### src/rtl/ddri_regs.vh
// constants for the ddr power-up sequencer: command codes, mode fields,
// and wait counts derived from the 50 MHz ref_clk.
// assumes a four-bank ddr part reached only through its command pins.
//
// Behaviour
// - burst access: row_open then read/write
// - 200 us nop with clock enable high
// - close_all_banks then precharge_gap of nops
// - ext_mode_set, mode_set dll reset, gap
// - close_all_banks again, two refresh_cmd
// - final mode_set clears dll reset, gap
// - 200 cycles after dll reset before commands
// - refreshes may follow first mode_set instead
// - mode_set only with all banks idle
// - a7 and up zero, a8 dll reset
// - dll reset mode_set needs normal follow-up
// - no other a7-and-up encodings
// - banks closed before any refresh
`ifndef DDRI_REGS_VH
`define DDRI_REGS_VH

// ***********************************************************
// command encodings {cs_n, ras_n, cas_n, we_n}
// ***********************************************************
`define DDRI_CMD_NOP       4'h7
`define DDRI_CMD_PRE       4'h2
`define DDRI_CMD_REF       4'h1
`define DDRI_CMD_MSET      4'h0

// ***********************************************************
// mode field positions and widths
// ***********************************************************
`define DDRI_BL_LSB        0
`define DDRI_BT_BIT        3
`define DDRI_CL_LSB        4
`define DDRI_DLL_BIT       8
`define DDRI_ACLOSE_BIT    10
`define DDRI_ADDR_W        13
`define DDRI_BL_2          3'h1
`define DDRI_BL_4          3'h2
`define DDRI_BL_8          3'h3
`define DDRI_CL_2          3'h2
`define DDRI_CL_25         3'h6
`define DDRI_CL_3          3'h3
`define DDRI_BANK_BASE     2'h0
`define DDRI_BANK_EXT      2'h1

// ***********************************************************
// timing: figures in own units, counts in ref_clk cycles
// ***********************************************************
`define DDRI_CLK_MHZ       50
`define DDRI_T_PWRUP_US    200
`define DDRI_N_PWRUP       (`DDRI_T_PWRUP_US * `DDRI_CLK_MHZ)
`define DDRI_T_RP_NS       20
`define DDRI_N_RP          ((`DDRI_T_RP_NS * `DDRI_CLK_MHZ + 999) / 1000)
`define DDRI_N_MRD         2
`define DDRI_N_DLL         200
`define DDRI_N_REF         2
`define DDRI_CNT_W         16

`endif

### src/rtl/ddri_init.v
// power-up sequencer that drives a ddr sdram through its command pins
// and programs the extended and base config registers.
// assumes the memory clock is ref_clk itself, driven out by the pad ring.
`timescale 1ns/100ps
`include "ddri_regs.vh"

module ddri_init #(
  parameter PWRUP_CYCLES = `DDRI_N_PWRUP
) (
  input  wire        ref_clk,
  input  wire        rst,
  input  wire        start,
  input  wire [2:0]  burst_len,
  input  wire        burst_type,
  input  wire [2:0]  cas_lat,
  input  wire [12:0] ext_mode,
  output reg         mem_cke,
  output reg         mem_cs_n,
  output reg         mem_ras_n,
  output reg         mem_cas_n,
  output reg         mem_we_n,
  output reg  [1:0]  mem_ba,
  output reg  [12:0] mem_addr,
  output reg         busy,
  output reg         init_done
);

  // ***********************************************************
  // states
  // ***********************************************************
  localparam ST_IDLE  = 4'h0;
  localparam ST_PWRUP = 4'h1;
  localparam ST_PRE1  = 4'h2;
  localparam ST_XSET  = 4'h3;
  localparam ST_MSET1 = 4'h4;
  localparam ST_PRE2  = 4'h5;
  localparam ST_REF   = 4'h6;
  localparam ST_MSET2 = 4'h7;
  localparam ST_WAIT  = 4'h8;
  localparam ST_DONE  = 4'h9;

  reg [3:0]             state;
  reg [3:0]             after_wait;
  reg [`DDRI_CNT_W-1:0] wait_cnt;
  reg [7:0]             dll_cnt;
  reg [1:0]             ref_cnt;
  reg [12:0]            op_fields;
  wire                  take_start;

  // ***********************************************************
  // counts and address patterns at their register widths
  // ***********************************************************
  // the header figures are plain integers; they are widened to a
  // known 32 bits first and then cut, so every counter load below
  // is exactly as wide as the counter it loads
  localparam [31:0]            PWRUP_FULL = PWRUP_CYCLES;
  localparam [31:0]            PGAP_FULL  = `DDRI_N_RP;
  localparam [31:0]            MGAP_FULL  = `DDRI_N_MRD;
  localparam [31:0]            DLL_FULL   = `DDRI_N_DLL;
  localparam [31:0]            REF_FULL   = `DDRI_N_REF;
  localparam [`DDRI_CNT_W-1:0] N_PWRUP    = PWRUP_FULL[`DDRI_CNT_W-1:0];
  localparam [`DDRI_CNT_W-1:0] N_PGAP     = PGAP_FULL[`DDRI_CNT_W-1:0];
  localparam [`DDRI_CNT_W-1:0] N_MGAP     = MGAP_FULL[`DDRI_CNT_W-1:0];
  localparam [7:0]             N_DLL      = DLL_FULL[7:0];
  localparam [1:0]             N_REF      = REF_FULL[1:0];
  // close_all_banks needs the auto_close_bit; the dll reset bit rides
  // on the first base mode_set only
  localparam [12:0]            ADDR_ONE   = 13'h0001;
  localparam [12:0]            CLOSE_ALL  = ADDR_ONE << `DDRI_ACLOSE_BIT;
  localparam [12:0]            DLL_RESET  = ADDR_ONE << `DDRI_DLL_BIT;

  // ***********************************************************
  // start acceptance
  // ***********************************************************
  // a start is honoured only with no sequence running; one seen in
  // ST_DONE reruns the whole order, for a part that lost power
  assign take_start = (state == ST_IDLE || state == ST_DONE) && start;

  // ***********************************************************
  // operating fields latched at start
  // ***********************************************************
  // a7 and above stay zero so no reserved mode is ever written
  always @(posedge ref_clk) begin
    if (rst) begin
      op_fields <= 13'h0000;
    end else if (take_start) begin
      op_fields <= 13'h0000;
      op_fields[`DDRI_BL_LSB+2:`DDRI_BL_LSB] <= burst_len;
      op_fields[`DDRI_BT_BIT] <= burst_type;
      op_fields[`DDRI_CL_LSB+2:`DDRI_CL_LSB] <= cas_lat;
    end
  end

  // ***********************************************************
  // dll settle counter
  // ***********************************************************
  // loaded by the dll reset mode_set and run down to zero; it overlaps
  // the close_all_banks and refreshes that follow, so it only costs
  // time when it outlasts the final mode_set gap
  always @(posedge ref_clk) begin
    if (rst) begin
      dll_cnt <= 8'h00;
    end else if (state == ST_MSET1) begin
      dll_cnt <= N_DLL;
    end else if (dll_cnt != 8'h00) begin
      dll_cnt <= dll_cnt - 8'h01;
    end
  end

  // ***********************************************************
  // sequencer
  // ***********************************************************
  // each command lasts one cycle; gaps reuse ST_WAIT with nops
  // order: power-up nops, close_all_banks, ext_mode_set, mode_set
  // with dll reset, close_all_banks, two refresh_cmd, mode_set
  // without it; done waits for both the last gap and the dll count
  always @(posedge ref_clk) begin
    if (rst) begin
      state      <= ST_IDLE;
      after_wait <= ST_IDLE;
      wait_cnt   <= {`DDRI_CNT_W{1'b0}};
      ref_cnt    <= 2'h0;
      mem_cke    <= 1'b0;
      mem_cs_n   <= 1'b1;
      mem_ras_n  <= 1'b1;
      mem_cas_n  <= 1'b1;
      mem_we_n   <= 1'b1;
      mem_ba     <= 2'h0;
      mem_addr   <= 13'h0000;
      busy       <= 1'b0;
      init_done  <= 1'b0;
    end else begin
      // default: nop; only one cycle per real command
      {mem_cs_n, mem_ras_n, mem_cas_n, mem_we_n} <= `DDRI_CMD_NOP;
      // no row_open, read or write is ever issued from here, so no
      // burst can start without an open row
      case (state)
        ST_IDLE: begin
          if (start) begin
            busy      <= 1'b1;
            init_done <= 1'b0;
            mem_cke   <= 1'b1;
            wait_cnt  <= N_PWRUP;
            state     <= ST_PWRUP;
          end
        end
        ST_PWRUP: begin
          if (wait_cnt <= 1)
            state <= ST_PRE1;
          else
            wait_cnt <= wait_cnt - 1'b1;
        end
        ST_PRE1: begin
          {mem_cs_n, mem_ras_n, mem_cas_n, mem_we_n} <= `DDRI_CMD_PRE;
          mem_addr   <= CLOSE_ALL;
          wait_cnt   <= N_PGAP;
          after_wait <= ST_XSET;
          state      <= ST_WAIT;
        end
        ST_XSET: begin
          {mem_cs_n, mem_ras_n, mem_cas_n, mem_we_n} <= `DDRI_CMD_MSET;
          mem_ba     <= `DDRI_BANK_EXT;
          mem_addr   <= ext_mode;
          wait_cnt   <= N_MGAP;
          after_wait <= ST_MSET1;
          state      <= ST_WAIT;
        end
        ST_MSET1: begin
          {mem_cs_n, mem_ras_n, mem_cas_n, mem_we_n} <= `DDRI_CMD_MSET;
          mem_ba     <= `DDRI_BANK_BASE;
          mem_addr   <= op_fields | DLL_RESET;
          wait_cnt   <= N_MGAP;
          after_wait <= ST_PRE2;
          state      <= ST_WAIT;
        end
        ST_PRE2: begin
          {mem_cs_n, mem_ras_n, mem_cas_n, mem_we_n} <= `DDRI_CMD_PRE;
          mem_addr   <= CLOSE_ALL;
          ref_cnt    <= N_REF;
          wait_cnt   <= N_PGAP;
          after_wait <= ST_REF;
          state      <= ST_WAIT;
        end
        ST_REF: begin
          // refreshes follow the second close_all_banks; the order that
          // puts them after the first mode_set is not used
          // refresh recovery is assumed covered by the precharge gap count
          {mem_cs_n, mem_ras_n, mem_cas_n, mem_we_n} <= `DDRI_CMD_REF;
          ref_cnt    <= ref_cnt - 2'h1;
          wait_cnt   <= N_PGAP;
          after_wait <= (ref_cnt == 2'h1) ? ST_MSET2 : ST_REF;
          state      <= ST_WAIT;
        end
        ST_MSET2: begin
          {mem_cs_n, mem_ras_n, mem_cas_n, mem_we_n} <= `DDRI_CMD_MSET;
          mem_ba     <= `DDRI_BANK_BASE;
          mem_addr   <= op_fields;
          wait_cnt   <= N_MGAP;
          after_wait <= ST_DONE;
          state      <= ST_WAIT;
        end
        ST_WAIT: begin
          // done is also held back until the dll settle count ends
          if (wait_cnt <= 1 &&
              (after_wait != ST_DONE || dll_cnt == 8'h00))
            state <= after_wait;
          else if (wait_cnt > 1)
            wait_cnt <= wait_cnt - 1'b1;
        end
        ST_DONE: begin
          busy      <= 1'b0;
          init_done <= 1'b1;
          if (start) begin
            init_done <= 1'b0;
            busy      <= 1'b1;
            wait_cnt  <= N_PWRUP;
            state     <= ST_PWRUP;
          end
        end
        default: state <= ST_IDLE;
      endcase
    end
  end

endmodule

### config.mk
export PLATFORM = sky130hd
export DESIGN_NAME = ddri_init
export DESIGN_NICKNAME = d
export VERILOG_FILES = /design/src/rtl/ddri_init.v
export VERILOG_INCLUDE_DIRS = /design/src /design/src/rtl
export SDC_FILE = /design/constraint.sdc
export NUM_CORES = 1
export LEC_CHECK = 0
export ABC_CLOCK_PERIOD_IN_PS = 2100
export BUFFER_PORTS_ARGS = -buffer_cell sky130_fd_sc_hd__clkbuf_2
export CAP_MARGIN = 5
export CORE_AREA = 8 8 79 151
export CTS_CLUSTER_DIAMETER = 80
export DETAILED_ROUTE_END_ITERATION = 10
export DIE_AREA = 0 0 87 159
export GPL_TIMING_DRIVEN = 0
export PLACE_DENSITY_LB_ADDON = 0.12
export SLEW_MARGIN = 30
export SYNTH_ARGS = -nofsm -noshare
export SYNTH_HDL_FRONTEND = slang
export SYNTH_SLANG_ARGS = --single-unit
### constraint.sdc
create_clock -name ref_clk -period 2.1 [get_ports ref_clk]
set_clock_uncertainty 0.05 [all_clocks]
set_input_delay 0.105 -clock ref_clk [delete_from_list [all_inputs] [get_ports ref_clk]]
set_output_delay 0.105 -clock ref_clk [all_outputs]
set_load 0.05 [all_outputs]
Word-level counts from Yosys, hierarchy flattened
Cells that the tools add are included.

Logic and storage cells: 92. Input port bits: 23. Flip-flop bits (word level): 63. Output and inout bits: 22.

Mux-type cells: 26. Add/sub/neg operators: 3. Eq/ne operators: 18. Magnitude comparators: 2. Reduce and logical (&&, ||, !) cells: 27.

Operators with widths (number): one-hot mux 16 bit (5 select lines) (1); two-way mux 16 bit (4); one-hot mux 13 bit (4 select lines) (1); one-hot mux 4 bit (6 select lines) (1); equality test 4 x 3 -> 1 bit, second input constant (4); > comparator 16 x 1 -> 1 bit, second input constant (1); <= comparator 16 x 1 -> 1 bit, second input constant (1); two-way mux 8 bit (2); one-hot mux 4 bit (4 select lines) (1); subtractor 16 x 1 -> 16 bit, second input constant (1); two-way mux 4 bit (3); != test 2 bit, second input constant (6); two-way mux 1 bit (9); equality test 4 x 2 -> 1 bit, second input constant (2); equality test 4 bit, second input constant (2); logical NOT 8 bit (1); one-hot mux 2 bit (2 select lines) (2); nonzero test 2 bit (4); nonzero test 8 bit (1); OR reduction 2 bit (4); subtractor 8 x 1 -> 8 bit, second input constant (1); nonzero test 6 bit (1); OR reduction 3 bit (2); OR reduction 6 bit (1); other kinds (16) (20).

Longest topological paths before layout
Gate-level depths: netlist (run 1).

Word-level depth: 5. Mapped depth: 8.

Worst setup path before layout (run 1)
No wires, ideal clock.

Path kind: register -> register. Start: register wait_cnt[0]. End: register wait_cnt[8]. Setup slack: 0.339 ns. Setup time: 0.069 ns. Cell stages (with the launch flop): 8. Arrival time: 1.642 ns. Path through: dfxtp_1 > inv_1 > ha_1 > nor3b_1 > and2_1 > nand3_1 > a221o_1 > o21ai_1.

Longest elaborated chain between the ends: 4.

Ends and longest elaborated chain: start, declared (RTL line ddri_init.v:44) `` reg [`DDRI_CNT_W-1:0] wait_cnt; ``; start signal, assigned (RTL line ddri_init.v:121) `` wait_cnt <= {`DDRI_CNT_W{1'b0}}; ``; start signal, assigned (RTL line ddri_init.v:151) `wait_cnt <= wait_cnt - 1'b1;`; start signal, assigned (RTL line ddri_init.v:208) `wait_cnt <= wait_cnt - 1'b1;`; subtractor 16 x 1 -> 16 bit / <= comparator 16 x 1 -> 1 bit (equally long branches); two-way mux 16 bit / logical AND 1 bit (equally long branches) (RTL line ddri_init.v:207, ddri_init.v:204); two-way mux 16 bit / != test 2 bit (equally long branches); one-hot mux 16 bit (5 select lines) / AND reduction 5 bit (equally long branches).

Several ways; a longest one is shown, not always the timed one. The select of a mux whose other input is x is not followed. A chain may end at the register's enable or synchronous reset.

Worst setup path in the final report (run 1)
Start: register state[0]. End: register wait_cnt[11].

Longest elaborated chain between the ends: 4.

Ends and longest elaborated chain: start, declared (RTL line ddri_init.v:42) `reg [3:0] state;`; start signal, assigned (RTL line ddri_init.v:206) `state <= after_wait;`; equality test 4 x 3 -> 1 bit, or another cell as far along (RTL line ddri_init.v:137) `case (state)`; OR reduction 3 bit (no line) / OR reduction 2 bit (equally long branches); nonzero test 5 bit (no line) / != test 2 x 1 -> 1 bit (equally long branches); AND reduction 5 bit (no line).

Several ways; a longest one is shown, not always the timed one.

==> results.yml, run 1 <==
final_layout:
  seq_area_um2: 1242
  drive_gt1_frac: 0.1940
  nets: 523
  multiInputGateArea_um2: 1971
  nFillCells: 1068
  antennaDiodeCount: 0
  syn2layout_area_growth_pct: 24.68
global_routing:
  grt_pass1_vias: 3393
  grt_max_degree: 12
  grt_overflow: 0
  antenna_found_initial: 0
  grtUsageTotal: 0.1589
  grt_pass1_wl_um: 17210
detailed_routing:
  vias: 3300
  first_pass_iters: 4
  vias_per_cell: 5.197
  top_layer: "met4"
  wl_met1_um: 4552
  route.met2.wl_um: 4999
  wl_um: 10350
  wl_met3_um: 470
  drc: 0
  wl_per_cell_um: 16.29
  final_antenna_net_count: 0
  first_iter_violations: 259
critical_path:
  critPathMaxStageDelay_ns: 0.45
  ff2ff_setup_slack_ns: 0.06
  path_cells: "buf_2, nor3b_4, xor2_2, o21ai_2, buf_4, o32ai_1"
  critPathSlowestCell: "xor2_2"
  arrival_ns: 2.23
  endpoint_kind: "flop"
  cp_data_required_time_ns: 2.29
  path_class: "flop to flop"
  start_kind: "flop"
  crit_fanout: 9
timing:
  finalHoldViolations: 0
  fmax_ghz: 0.4895
  tightest_slew_ns: 0.6792
  setup_viol: 0
  rsz0062_at_grt: "true"
  hold_ws_ns: 0.1637
  fin_crit_sh: 0.9729
  finalCriticalPeriod_ns: 2.043
  maxSlewViolCount: 0
  maxSlewHeadroom: 0.5430
logic_synthesis:
  ys_seq_area_frac: 0.3670
  synth_top_cell_by_area: "dfxtp_1"
  synth-xor-area-share: 0.02294
  synth-simple-area-share: 0.2697
  synth.top_cell.area_share: 0.3670
  synth-adder-area-share: 0.01850
  ys_types: 62
  syn_nets: 454
  synth_top_family_by_area: "simple AND/OR/NAND/NOR gates"
  ys_async_sr_fraction: 0
  synth_ff_type: "dfxtp_1"
  synth_compound_area_frac: 0.2190
  synth_enable_flop_cells: 0
  ys_ff_latch: 62
  synthMuxAreaShare: 0.04144
  synthCells: 426
  ys_warn_count: 0
  synth.avg_cell_area_um2: 7.939
  synthTopCellsByArea: "dfxtp_1 (37%), a21oi_1 (6.4%), nor2_1 (5.7%)"
  synthTopCellsByCount: "dfxtp_1 (62), nor2_1 (51), a21oi_1 (43)"
  yosysMostFrequentCell: "dfxtp_1"
  syn_area_um2: 3382
die:
  initial_utilization: 0.3397
  die_area_um2: 13830
  dieWidth_um: 87
  rows: 52
  core_area_um2: 9955
  die_h_um: 159
  ios: 45
worst_hold_path:
  holdCritPathClass: "primary input to flop"
clock_network:
  clk_latency_ns: 0.34
  cts.clk_slew.worst_paths_ns: 0.06
  cts_tree: "built"
  clock-sinks: 62
  cts_buffers: 9
  htree_levels: 3
  clock_path_buffers: 2
  root_buffer: "clkbuf_16"
placed_design:
  hpwl_um: 7322
  place.gp.congestion: 0.8436
  io_buffers: 43
power:
  power_mw: 6.344
  peakVddDrop_uv: 529.7
  p_leak_nw: 1.651
  power_density_nw_per_um2: 1505
run_status:
  status: "completed"
flow_run:
  maxCapViolCount: 0
==> where the power goes <==
group	total [mW]	internal [mW]	switching [mW]
Sequential	1.74	1.48	0.268
Clock	1.34	0.792	0.552
Combinational	3.26	1.21	2.05
==> metal layers <==
layer / vias up / track usage
met3: 22 / 0.04343
met5: - / 0
met1: 1524 / 0.1859
li1: 1674 / -
met4: 0 / 0.08531
met2: 80 / 0.2531
==> cells in the final DEF, fill, tap and decap left out, types with 10 or more instances in the layout <==
| master | synthesis | routed |
|---|---|---|
| nor3_1 | 15 | 14 |
| clkbuf_2 | 0 | 47 |
| nand2_1 | 41 | 40 |
| buf_2 | 10 | 10 |
| o21ai_0 | 12 | 11 |
| a21oi_1 | 43 | 43 |
| nand2b_1 | 13 | 13 |
| mux2i_1 | 14 | 14 |
| nor2_1 | 51 | 51 |
| dlygate4sd3_1 | 0 | 12 |
| dfxtp_1 | 62 | 61 |
| inv_1 | 14 | 14 |
| clkbuf_1 | 16 | 14 |
| nand3_1 | 11 | 11 |
==> what timing repair did <==
item | 4_1_cts | 5_1_grt
endpoints found under the hold margin | 12 | 0
gates cloned | 0 | 0
setup buffers | 2 | 1
setup endpoints to repair | 14 | 30
gates resized for setup | 3 | 12
pin swaps | 1 | 0
hold buffers | 12 | 0
==> critical path: cells and delay by family, from the launching register on <==
family	cells	cell delay, ns
buf+inv	2	0.40
simple gates	1	0.35
compound gates	2	0.38
flops	1	0.30
xor+xnor	1	0.45
==> flip-flops by register name, summed over array words and instances, names as in the netlist <==
name,cells
mem_ba,1
mem_cas_n,1
op_fields,7
wait_cnt,16
state,4
mem_we_n,1
mem_cke,1
mem_ras_n,1
dll_cnt,8
init_done,1
ref_cnt,2
mem_cs_n,1
mem_addr,13
busy,1
after_wait,4
==> metrics by stage <==
stage / area [um^2] / setup TNS (ns) / instances / util / worst slack, ns
after floorplan: 3382 / 0 / 426 / - / 0.3388
after global placement: 3766 / -0.4163 / 604 / 0.3783 / -0.06286
after detailed placement: 3766 / -0.2131 / 604 / 0.3783 / -0.05006
after CTS: 4174 / 0 / 634 / 0.4193 / 0.001630
after global routing: 4217 / -0.1083 / 635 / 0.4236 / -0.04270
final: 4217 / 0 / 635 / 0.4236 / 0.05696
==> area by class of cell <==
| class | count | area share |
|---|---|---|
| Tap cell | 135 | 0.04006 |
| Buffer | 31 | 0.03620 |
| Clock buffer | 10 | 0.05430 |
| Multi-Input combinational cell | 318 | 0.4674 |
| Inverter | 15 | 0.01335 |
| Sequential cell | 62 | 0.2947 |
| Clock inverter | 6 | 0.009199 |
| Timing Repair Buffer | 58 | 0.08487 |
==> kinds of logic after synthesis <==
group	after synthesis
and+or+nand+nor	176
AOI/OAI and AO/OA	114
DFF	62
buffers and inverters	46
muxes	14
xor gates and xnor gates	8
adders and majority gates	5
other	1
==> path summary, 6_finish.rpt <==
check                              from                   endpoint  depth (start not counted)
min                         ext_mode[8]   mem_addr[8]$_SDFFE_PP0P_                          5
min reg2reg  after_wait[2]$_SDFFE_PP0N_      state[2]$_SDFFE_PP0P_                          2
max reg2reg       state[0]$_SDFFE_PP0P_  wait_cnt[11]$_SDFFE_PP0P_                          6
max               state[0]$_SDFFE_PP0P_  wait_cnt[11]$_SDFFE_PP0P_                          6
No activity file was read; power rests on OpenSTA's default activity.
==> run 2: changes to the inputs <==
ABC_CLOCK_PERIOD_IN_PS = 1700   (was 2100)
CORE_AREA = 8 8 92 176   (was 8 8 79 151)
DIE_AREA = 0 0 100 184   (was 0 0 87 159)
clock period = 1.7 ns   (was 2.1 ns; I/O delays follow)
==> run 2 against run 1 <==
Against the previous run:
- clock-buffer cell count grew 1
- critical path depth is the same
- combinational power grew 91%
- highest routed layer unchanged
- die area grew 33%
- core utilization shrank 5.6 points
- first-iteration DRC count shrank 58%
- the flow now finishes with violations (negative setup slack)
- fmax grew 8.0%
- power grew 64%
- wire length grew 24%
- sequential power grew 31%
- register-to-register slack lost 0.25 ns
==> results.yml, run 2 (synthesis gave the netlist of run 1 again) <==
run_status:
  status: "complete, but fails checks"
  violations: "negative setup slack"
clock_network:
  cts_buffers: 9
  clk_latency_ns: 0.34
  cts.clk_slew.worst_paths_ns: 0.06
  cts_tree: "built"
  root_buffer: "clkbuf_16"
  clock-sinks: 62
  htree_levels: 3
  clock_path_buffers: 2
critical_path:
  start_kind: "flop"
  cp_data_required_time_ns: 1.85
  endpoint_kind: "flop"
  crit_fanout: 3
  path_cells: "buf_4, nor4_4, nand4_1, or4_1, a22oi_2, o32ai_1"
  ff2ff_setup_slack_ns: -0.19
  critPathSlowestCell: "or4_1"
  critPathMaxStageDelay_ns: 0.46
  path_class: "flop to flop"
  path_delay_family: "simple AND/OR/NAND/NOR gates"
  path_buf_inv: 1
  arrival_ns: 2.04
timing:
  hold_ws_ns: 0.1438
  fin_ws_ns: -0.1909
  fin_crit_sh: 1.112
  fmax_ghz: 0.5288
  tightest_slew_ns: 0.6297
  setup_viol: 18
  maxSlewHeadroom: 0.5802
  maxSlewViolCount: 0
  rsz0062_at_grt: "true"
  finalCriticalPeriod_ns: 1.891
  setup_tns_ns: -1.623
  finalHoldViolations: 0
global_routing:
  grtUsageTotal: 0.1424
  grt_pass1_wl_um: 20090
  antenna_found_initial: 0
  grt_overflow: 0
  grt_pass1_vias: 3796
  grt_max_degree: 12
die:
  ios: 45
  initial_utilization: 0.2435
  die_area_um2: 18400
  rows: 61
  dieWidth_um: 100
  die_h_um: 184
  core_area_um2: 13890
final_layout:
  layout.cells.non_filler: 721
  design_area_um2: 5107
  nets: 555
  most-common-layout-cells: "dfxtp_1 (54), nor2_1 (47), clkbuf_2 (46), nand2_1 (38), a21oi_1 (38)"
  largest_reg_flops: 16
  layout_commonest_cell: "dfxtp_1"
  registers.top_by_ff_count: "wait_cnt"
  reg.largest.list: "wait_cnt: 16 flops, mem_addr: 13 flops, dll_cnt: 8 flops"
  drive_gt1_frac: 0.3515
  antennaDiodeCount: 0
  syn2layout_area_growth_pct: 51.02
detailed_routing:
  wl_met3_um: 346
  final_antenna_net_count: 0
  drc: 0
  first_iter_violations: 109
  vias_per_cell: 4.989
  top_layer: "met4"
  first_pass_iters: 4
  vias: 3597
  wl_um: 12790
  route.met2.wl_um: 7396
  wl_met1_um: 4375
  wl_per_cell_um: 17.73
worst_hold_path:
  holdCritPathClass: "primary input to flop"
power:
  pwr-share-comb: 0.599
  power.switching_mw: 4.510
  peakVddDrop_uv: 682.8
  p_leak_nw: 1.980
  internal_power_mw: 5.900
  power_mw: 10.41
  clkPwrFrac: 0.182
  seqPwrFrac: 0.219
  switching_share: 0.4332
  power_density_nw_per_um2: 2038
flow_run:
  maxCapViolCount: 0
placed_design:
  placed_area_um2: 3840
  place.gp.congestion: 0.8563
  hpwl_um: 9141
  io_buffers: 43
  placed_cells: 658
[run 2: cell count changes in the layout (fill, tap and decap cells not counted), sizes merged]
cell,delta
buf,+34
bufinv,+1
clkbuf,-1
clkinv,-2
[run 2: metrics by stage]
step	util	worst slack [ns]
global placement	0.2763	-0.8295
floorplan	-	0.002979
detailed placement	0.2764	-0.6619
finish	0.3677	-0.1909
global route	0.3677	-0.2421
CTS	0.3507	-0.1267
[run 2: path summary, 6_finish.rpt]
kind,start,endpoint,cells after the start
min reg2reg,wait_cnt[11]$_SDFFE_PP0P_,wait_cnt[11]$_SDFFE_PP0P_,2
max,wait_cnt[1]$_SDFFE_PP0P_,wait_cnt[15]$_SDFFE_PP0P_,6
min,ext_mode[3],mem_addr[3]$_SDFFE_PP0P_,5
max reg2reg,wait_cnt[1]$_SDFFE_PP0P_,wait_cnt[15]$_SDFFE_PP0P_,6
[run 2: repair_timing]
action                                  4_1_cts  5_1_grt
setup buffers                                27        8
endpoints found under the hold margin        12        0
hold buffers                                 12        0
pin swaps                                    22       17
gates cloned                                  3        0
endpoints found under the setup margin       55       40
resized for setup                            97       43
[run 2: worst reg2reg max path, stage by stage, from the launching register on]
cell and delay (ns):
dfxtp_2 0.34, buf_4 0.15, nor4_4 0.33, nand4_1 0.21
or4_1 0.46, a22oi_2 0.13, o32ai_1 0.09
[run 2: power by group through the flow]
stage	combinational, mW	sequential (mW)	clock, mW
after global placement	4.01	2.18	0
final	6.24	2.28	1.89
after floorplan	2.71	2.36	0
after CTS	5.55	2.23	1.93
after global routing	6.65	2.33	1.98
after detailed placement	4.02	2.18	0
[run 2: metal layers]
metal	global-route usage	up-vias
li1	-	1739
met2	0.2819	88
met5	0	-
met4	0.1073	0
met1	0.1196	1733
met3	0.02428	37
[run 2: final cells by class]
class / instances / area, um^2
Buffer: 30 / 227.7
Clock buffer: 11 / 242.7
Clock inverter: 5 / 58.81
Fill cell: 1517 / 8783
Inverter: 15 / 61.31
Multi-Input combinational cell: 318 / 2346
Sequential cell: 62 / 1259
Tap cell: 189 / 236.5
Timing Repair Buffer: 91 / 675.6
